## src/hdl/mcirq_pkg.sv

```systemverilog
// package for the media card interrupt bookkeeping block
// assumes a 32-bit avalon-mm register slave on sys_clk
package mcirq_pkg;

    localparam int unsigned SRC_COUNT     = 19;
    localparam int unsigned CLR_COUNT     = 18;
    localparam int unsigned ADDR_W        = 4;
    localparam int unsigned LEVEL_W       = 8;

    // byte offsets of the words
    localparam logic [3:0]  OFF_STATUS    = 4'h0;
    localparam logic [3:0]  OFF_MASK      = 4'h4;
    localparam logic [3:0]  OFF_CLEAR     = 4'h8;
    localparam logic [3:0]  OFF_LEVEL     = 4'hc;

    // bit positions of the raw flags
    localparam int unsigned BIT_TX_EMPTY   = 0;
    localparam int unsigned BIT_TX_SPACE   = 1;
    localparam int unsigned BIT_TX_NOTFULL = 2;
    localparam int unsigned BIT_RX_NONEMPTY = 3;
    localparam int unsigned BIT_RX_LEVEL   = 4;
    localparam int unsigned BIT_RX_FULL    = 5;
    localparam int unsigned BIT_SDIO       = 18;

    // reset values
    localparam logic [18:0] MASK_RESET    = 19'h7ffff;
    localparam logic [18:0] STATUS_RESET  = 19'h00000;
    localparam logic [7:0]  LEVEL_RESET   = 8'h00;

    // queue state as seen by the detectors
    typedef struct packed {
        logic             rx_full;
        logic             rx_empty;
        logic [LEVEL_W-1:0] rx_level;
        logic             tx_full;
        logic             tx_empty;
        logic [LEVEL_W-1:0] tx_space;
    } mcirq_queue_s;

    // register bus request
    typedef struct packed {
        logic             rd;
        logic             wr;
        logic [ADDR_W-1:0] addr;
        logic [31:0]      wdata;
    } mcirq_bus_s;

endpackage : mcirq_pkg

```

## src/hdl/mcirq_top.sv

```systemverilog
// interrupt flags, mask and clear of the media card host interface
// assumes queue state is synchronous to sys_clk, card interrupt is a pin
// Contract
// - raw bit 5 on receive queue full
// - raw bit 4 when rx level exceeds threshold
// - raw bit 3 when rx leaves empty
// - raw bit 2 when tx leaves full
// - raw bit 1 when tx space exceeds threshold
// - raw bit 0 on transmit queue empty
// - per-source mask register at 0x04
// - mask one suppresses, zero lets through
// - mask resets 0x7ffff, bits 31-19 reserved
// - write-only clear register at 0x08
// - writing one clears flags 17..0
// - sdio flag not clearable, follows card
`timescale 1ns/1ps
module mcirq_top
    import mcirq_pkg::*;
(
    // clock and reset
    input  wire logic              sys_clk,
    input  wire logic              reset,
    // avalon-mm slave
    input  wire logic [ADDR_W-1:0] avs_address,
    input  wire logic              avs_read,
    input  wire logic              avs_write,
    input  wire logic [31:0]       avs_writedata,
    input  wire logic [3:0]        avs_byteenable,
    output logic [31:0]            avs_readdata,
    output logic                   avs_waitrequest,
    // queue state from the fifo datapath
    input  wire mcirq_queue_s      queue,
    // events from other parts of the interface, one-cycle pulses
    input  wire logic [17:6]       other_events,
    // card interrupt pin, active high
    input  wire logic              card_irq,
    // interrupt output
    output logic                   irq
);
    logic [18:0]        raw_q;
    logic [18:0]        raw_d;
    logic [18:0]        mask_q;
    logic [18:0]        mask_d;
    logic [LEVEL_W-1:0] rx_thr_q;
    logic [LEVEL_W-1:0] rx_thr_d;
    logic [LEVEL_W-1:0] tx_thr_q;
    logic [LEVEL_W-1:0] tx_thr_d;
    logic [31:0]        rdata_q;
    logic               ack_q;
    logic [5:0]         cond;
    logic [5:0]         rise;
    logic               card_irq_s;
    logic [18:0]        set_vec;
    logic [18:0]        clr_vec;
    mcirq_bus_s         req;

    // one wait cycle per access keeps read data registered
    assign req = '{rd: avs_read, wr: avs_write, addr: avs_address, wdata: avs_writedata};
    assign avs_waitrequest = (req.rd | req.wr) & ~ack_q;
    wire   take    = (req.rd | req.wr) & ~ack_q;
    wire   wr_take = take & req.wr;
    wire   rd_take = take & req.rd;

    // address decode
    wire hit_mask  = req.addr == OFF_MASK;
    wire hit_clear = req.addr == OFF_CLEAR;
    wire hit_level = req.addr == OFF_LEVEL;
    wire hit_stat  = req.addr == OFF_STATUS;

    // byte-enable merge
    function automatic logic [31:0] merge(input logic [31:0] old, input logic [31:0] nw,
                                          input logic [3:0] be);
        logic [31:0] r;
        r = old;
        for (int i = 0; i < 4; i++) begin
            if (be[i]) begin
                r[i*8 +: 8] = nw[i*8 +: 8];
            end
        end
        return r;
    endfunction : merge

    // threshold comparison, shared by both directions
    function automatic logic above(input logic [LEVEL_W-1:0] v, input logic [LEVEL_W-1:0] t);
        return v > t;
    endfunction : above

    // level conditions whose rising edges raise the flags
    assign cond[BIT_TX_EMPTY]    = queue.tx_empty;
    assign cond[BIT_TX_SPACE]    = above(queue.tx_space, tx_thr_q);
    assign cond[BIT_TX_NOTFULL]  = ~queue.tx_full;
    assign cond[BIT_RX_NONEMPTY] = ~queue.rx_empty;
    assign cond[BIT_RX_LEVEL]    = above(queue.rx_level, rx_thr_q);
    assign cond[BIT_RX_FULL]     = queue.rx_full;

    mcirq_edge #(
        .W (6)
    ) u_edge (
        .sys_clk (sys_clk),
        .reset   (reset),
        .cond    (cond),
        .rise    (rise)
    );

    mcirq_sync u_sync (
        .sys_clk (sys_clk),
        .reset   (reset),
        .din     (card_irq),
        .dout    (card_irq_s)
    );

    // clear vector: only ones in bits 17..0, reserved bits ignored
    wire [31:0] clr_word = merge(32'h0000_0000, req.wdata, avs_byteenable);
    assign clr_vec = (wr_take & hit_clear) ?
                     {1'b0, clr_word[CLR_COUNT-1:0]} : 19'h00000;
    assign set_vec = {1'b0, other_events, rise};

    // set wins over clear; sdio bit mirrors the card line
    always_comb begin
        raw_d = (raw_q & ~clr_vec) | set_vec;
        raw_d[BIT_SDIO] = card_irq_s;
    end

    // mask and threshold writes
    wire [31:0] mask_word = merge({13'h0000, mask_q}, req.wdata, avs_byteenable);
    wire [31:0] lvl_word  = merge({16'h0000, tx_thr_q, rx_thr_q}, req.wdata, avs_byteenable);
    assign mask_d   = (wr_take & hit_mask) ? mask_word[SRC_COUNT-1:0] : mask_q;
    assign rx_thr_d = (wr_take & hit_level) ? lvl_word[7:0] : rx_thr_q;
    assign tx_thr_d = (wr_take & hit_level) ? lvl_word[15:8] : tx_thr_q;

    // read mux; clear reads zero, unmapped reads zero
    wire [31:0] rd_mux = hit_stat  ? {13'h0000, raw_q} :
                         hit_mask  ? {13'h0000, mask_q} :
                         hit_level ? {16'h0000, tx_thr_q, rx_thr_q} :
                                     32'h0000_0000;

    // state registers
    always_ff @(posedge sys_clk) begin
        if (reset) begin
            raw_q    <= STATUS_RESET;
            mask_q   <= MASK_RESET;
            rx_thr_q <= LEVEL_RESET;
            tx_thr_q <= LEVEL_RESET;
        end else begin
            raw_q    <= raw_d;
            mask_q   <= mask_d;
            rx_thr_q <= rx_thr_d;
            tx_thr_q <= tx_thr_d;
        end
    end

    // bus answer registers
    always_ff @(posedge sys_clk) begin
        if (reset) begin
            ack_q   <= 1'b0;
            rdata_q <= 32'h0000_0000;
        end else begin
            ack_q   <= take;
            rdata_q <= rd_take ? rd_mux : rdata_q;
        end
    end

    assign avs_readdata = rdata_q;

    // raw flags stay readable; mask gates only the output
    assign irq = |(raw_q & ~mask_q);
endmodule : mcirq_top

```

## src/hdl/mcirq_edge.sv

```systemverilog
// rising-edge detector bank for the queue conditions
// assumes all conditions are on sys_clk already
`timescale 1ns/1ps
module mcirq_edge
    import mcirq_pkg::*;
#(
    parameter int unsigned W = 6
) (
    // clock and reset
    input  wire logic         sys_clk,
    input  wire logic         reset,
    // conditions and their rising edges
    input  wire logic [W-1:0] cond,
    output logic [W-1:0]      rise
);
    logic [W-1:0] prev_q;

    // previous value; reset to all ones so no spurious edge at release
    always_ff @(posedge sys_clk) begin
        if (reset) begin
            prev_q <= '1;
        end else begin
            prev_q <= cond;
        end
    end

    assign rise = cond & ~prev_q;
endmodule : mcirq_edge

```

## src/hdl/mcirq_sync.sv

```systemverilog
// two flip-flop synchroniser for the card interrupt line
// assumes the input comes from the card pin domain
`timescale 1ns/1ps
module mcirq_sync (
    // clock and reset
    input  wire logic sys_clk,
    input  wire logic reset,
    // async in, synced out
    input  wire logic din,
    output logic      dout
);
    logic meta_q;
    logic sync_q;

    // first stage is read only by the second
    always_ff @(posedge sys_clk) begin
        if (reset) begin
            meta_q <= 1'b0;
            sync_q <= 1'b0;
        end else begin
            meta_q <= din;
            sync_q <= meta_q;
        end
    end

    assign dout = sync_q;
endmodule : mcirq_sync

```

## config.mk

```make
export PLATFORM = sky130hd
export DESIGN_NAME = mcirq_top
export DESIGN_NICKNAME = d
export VERILOG_FILES = /design/src/hdl/mcirq_pkg.sv /design/src/hdl/mcirq_top.sv /design/src/hdl/mcirq_edge.sv /design/src/hdl/mcirq_sync.sv
export SDC_FILE = /design/constraint.sdc
export NUM_CORES = 1
export LEC_CHECK = 0
export ABC_AREA = 1
export BUFFER_PORTS_ARGS = -buffer_cell sky130_fd_sc_hd__buf_2
export CAP_MARGIN = 40
export CORE_MARGIN = 2
export CORE_UTILIZATION = 40
export DETAILED_ROUTE_END_ITERATION = 7
export GPL_TIMING_DRIVEN = 0
export SETUP_SLACK_MARGIN = 0.4
export SLEW_MARGIN = 40
export SYNTH_ARGS = -nofsm -noshare
export SYNTH_HDL_FRONTEND = slang
export SYNTH_SLANG_ARGS = --single-unit
```

## constraint.sdc

```tcl
create_clock -name sys_clk -period 1.63 [get_ports sys_clk]
set_input_delay 0.326 -clock sys_clk [delete_from_list [all_inputs] [get_ports sys_clk]]
set_output_delay 0.326 -clock sys_clk [all_outputs]
set_load 0.01 [all_outputs]
```

==> impl_metrics.toml <==
[synth]
ys_top_cells_by_area = "dfxtp_1 (41%), nand2_1 (11%), inv_1 (7.9%)"
yosysUniqueCellTypes = 34
synth-edff-count = 0
async_reset_ff_share_pct = 0
avgSynthCellArea_um2 = 7.649
netlist.top_cell.by_area = "dfxtp_1"
post_synth_inst_count = 528
syn_area_mm2 = 0.004039
yosys_register_bits = 82
synthTopCellsByCount = "nand2_1 (118), inv_1 (85), dfxtp_1 (82), o21ai_0 (43), a21oi_1 (38)"
ys.warnings.count = 0
synth_sequential_area_ratio_pct = 40.64
synth.most_common_cell = "nand2_1"
synth_top_flop_cell = "dfxtp_1"
yosysTopAreaCellShare_pct = 40.64

[floorplanning]
die-height_um = 104.5
num_io_pins = 111
row_count = 36
start_util_pct = 41.32
core_mm2 = 0.009774
die_x_um = 104.5
die_area_mm2 = 0.01092

[global_route]
first_global_vias = 3921
grt_pass1_wl_um = 19780
antenna_found_initial = 0
grt_max_degree = 14
grt_overflow = 0
groute.usage.overall_pct = 23.38

[hold_path]
min-delay-path-class = "input pin to flip-flop"

[job]
drv.max_cap_violation_count = 0

[setup_path]
setup.worst_path.end = "irq"
worstPathCellList = "inv_2 -> nand2_2 -> nand4_1 -> nor2_2 -> nand3_2 -> buf_6"
crit_slowest_cell = "dfxtp_2"
timing.critical_path.from_type = "flip-flop"
cp.arrival_ns = 1.32
crit_path_max_incr_delay_ns = 0.34
reg2reg_depth = 8
ff2ff_setup_slack_ns = 0.12
worst_setup_end_kind = "output port"
timing.critical_path.fanout_max = 2
crit_required_ns = 1.30
timing_worst_setup_path_type = "flip-flop to output port"
terminus_of_the_critical_flop_to_flop_path = "avs_readdata[4]$_SDFFE_PP0P_"
r2r-start = "ack_q$_SDFF_PP0_"
worst_setup_path_startpoint = "mask_q[14]$_SDFFE_PP1P_"

[run_status]
violated_checks = "setup timing"
run_status = "finished with violations"

[routing]
route.detailed.drc = 0
totalWireLength_um = 13130
drt_iter0_drc = 207
routed-via-count = 4113
route.antenna.remaining_nets = 0
drt_pre_antenna_iters = 5
avgViaCountPerCell = 5.034
wl_per_cell_um = 16.07

[placed_design]
gp_congestion = 0.8304
portBuffers = 81
detailed_place_hpwl_um = 8320
detailedPlace.worstSlack_ns = 0.008354

[clock_tree]
clock_insertion_delay_worst_skew_ns = 0.36
clk_pin_slew_worst_paths_ns = 0.08
htreeDepth = 3
clk_root_buffer_cell = "clkbuf_8"
tritoncts_clock_tree = "built"
cts_hold_buffers = 0
cts.sink_count = 82
cts_made_buffers = 9
cts_buffer_depth = 2

[power_and_ir_drop]
ir_worst_vdd_mv = 0.4597
cellPowerDensity_mw_per_mm2 = 696.1
finalPower_mw = 4.289
standby_leakage_power_nw = 2.805

[layout]
post_layout_net_count = 773
area_delta_synth_final_pct = 52.57
post_route_cells_drive_above_1_share_pct = 51.75
antennaDiodeCount = 0
fill_cells = 852

[timing]
finalClockSkew_ns = 0.01082
final-hold-violation-count = 0
period_needed_ns = 1.646
worst_slack_ns = -0.01576
timing.final.setup_violations = 1
final_min_period_over_clock_period_pct = 101.0
drv_slew = 0
rsz0062_at_grt = "yes"
setup-tns-final_ns = -0.01576
slew_headroom_pct = 49.39
timing.fmax_ghz = 0.6076
worstMarginPinSlew_ns = 0.7591
## placed cells by master, fill, tap and decap left out, types with 3 or more instances in the layout
| cell | count |
|---|---|
| dfxtp_1 | 52 |
| nor2_2 | 4 |
| buf_2 | 82 |
| nand2_4 | 13 |
| nand3_1 | 7 |
| clkbuf_1 | 8 |
| o21ai_4 | 5 |
| nor2_1 | 9 |
| clkbuf_8 | 9 |
| a31oi_4 | 3 |
| nand2_1 | 88 |
| o22ai_1 | 13 |
| nand2_2 | 24 |
| nand3_2 | 3 |
| or2_2 | 4 |
| o211ai_1 | 17 |
| conb_1 | 13 |
| buf_12 | 7 |
| a31oi_1 | 14 |
| inv_2 | 19 |
| buf_6 | 23 |
| buf_8 | 6 |
| ha_1 | 3 |
| dfxtp_2 | 29 |
| a21oi_2 | 17 |
| ha_4 | 13 |
| inv_1 | 64 |
| inv_4 | 4 |
| nand4_1 | 4 |
| a21oi_1 | 21 |
| buf_16 | 3 |
| buf_4 | 31 |
| nor2_4 | 7 |
| clkinvlp_4 | 3 |
| o21ai_2 | 27 |
| o21ai_1 | 11 |
## worst max-delay path, delay by kind of cell, from the launching register on
kind                   cells  cell delay [ns]
AND/OR/NAND/NOR            4             0.45
flip-flops                 1             0.34
buffers and inverters      2             0.17
## repair_timing
| item | in CTS | in global routing |
|---|---|---|
| endpoints found under the setup margin | 67 | 78 |
| buffers inserted | 23 | 19 |
| pin swaps | 58 | 36 |
| gates cloned | 4 | 2 |
| resized for setup | 185 | 90 |
## stage by stage
stage               area [µm²]  hold WS (ns)  cells  util [%]
finish                    6162        0.1347    817     63.04
CTS                       5639        0.1255    796     57.69
global placement          4656        0.3907    754     47.63
global route              6162        0.1265    817     63.04
detailed placement        4656        0.3960    754     47.63
floorplan                 4084        0.3883    540         -
## layer usage
layer / vias up / global-route usage [%] / wire [µm]
met3: 24 / 5.263 / 623
li1: 2012 / - / -
met2: 124 / 41.60 / 6809
met1: 1953 / 27.61 / 5420
met4: 0 / 7.819 / 275
met5: - / 0 / 0
## worst min-delay path by stage
stage                                   from                     endpoint  slack [ns]  cells after the start
floorplan             u_sync.dout$_SDFF_PP0_         raw_q[18]$_SDFF_PP0_        0.39                      2
global placement    u_sync.meta_q$_SDFF_PP0_       u_sync.dout$_SDFF_PP0_        0.39                      2
detailed placement  u_sync.meta_q$_SDFF_PP0_       u_sync.dout$_SDFF_PP0_        0.40                      2
CTS                                 queue[9]  u_edge.prev_q[2]$_SDFF_PP1_        0.13                      2
global route                        queue[9]  u_edge.prev_q[2]$_SDFF_PP1_        0.13                      2
finish                             queue[18]  u_edge.prev_q[3]$_SDFF_PP1_        0.13                      2
## registers in the layout, indices dropped and copies added, names as in the netlist
name and cells:
raw_q 19, avs_readdata 19, tx_thr_q 8, mask_q 19, u_edge.prev_q 6, rx_thr_q 8, ack_q 1, u_sync.dout 1
u_sync.meta_q 1
## kinds of logic after synthesis
| kind of cell | after synthesis | synth area share (%) |
|---|---|---|
| other | 1 | 0.09285 |
| AND/OR/NAND/NOR | 168 | 19.70 |
| AO/OA/AOI/OAI | 140 | 20.88 |
| adder cells (fa/ha/maj) | 16 | 4.957 |
| flip-flops | 82 | 40.64 |
| buffers and inverters | 121 | 13.72 |
## layout make-up
class	instances	area [µm²]	share of cell area, %
multi-input combinational	337	2505	40.65
sequential	82	1682	27.29
timing repair buffer	129	1008	16.37
inverter	88	352.8	5.726
buffer	33	287.8	4.670
tap	133	166.4	2.701
clock buffer	10	127.6	2.071
clock inverter	5	32.53	0.5279
## power by group
part / leakage (nW) / switching [mW] / internal, mW
Combinational: 2.06 / 0.442 / 0.401
Clock: 0.0742 / 0.753 / 0.540
Sequential: 0.675 / 0.0647 / 2.09
Total: 2.80 / 1.26 / 3.03
(Power assumes the default switching activity.)
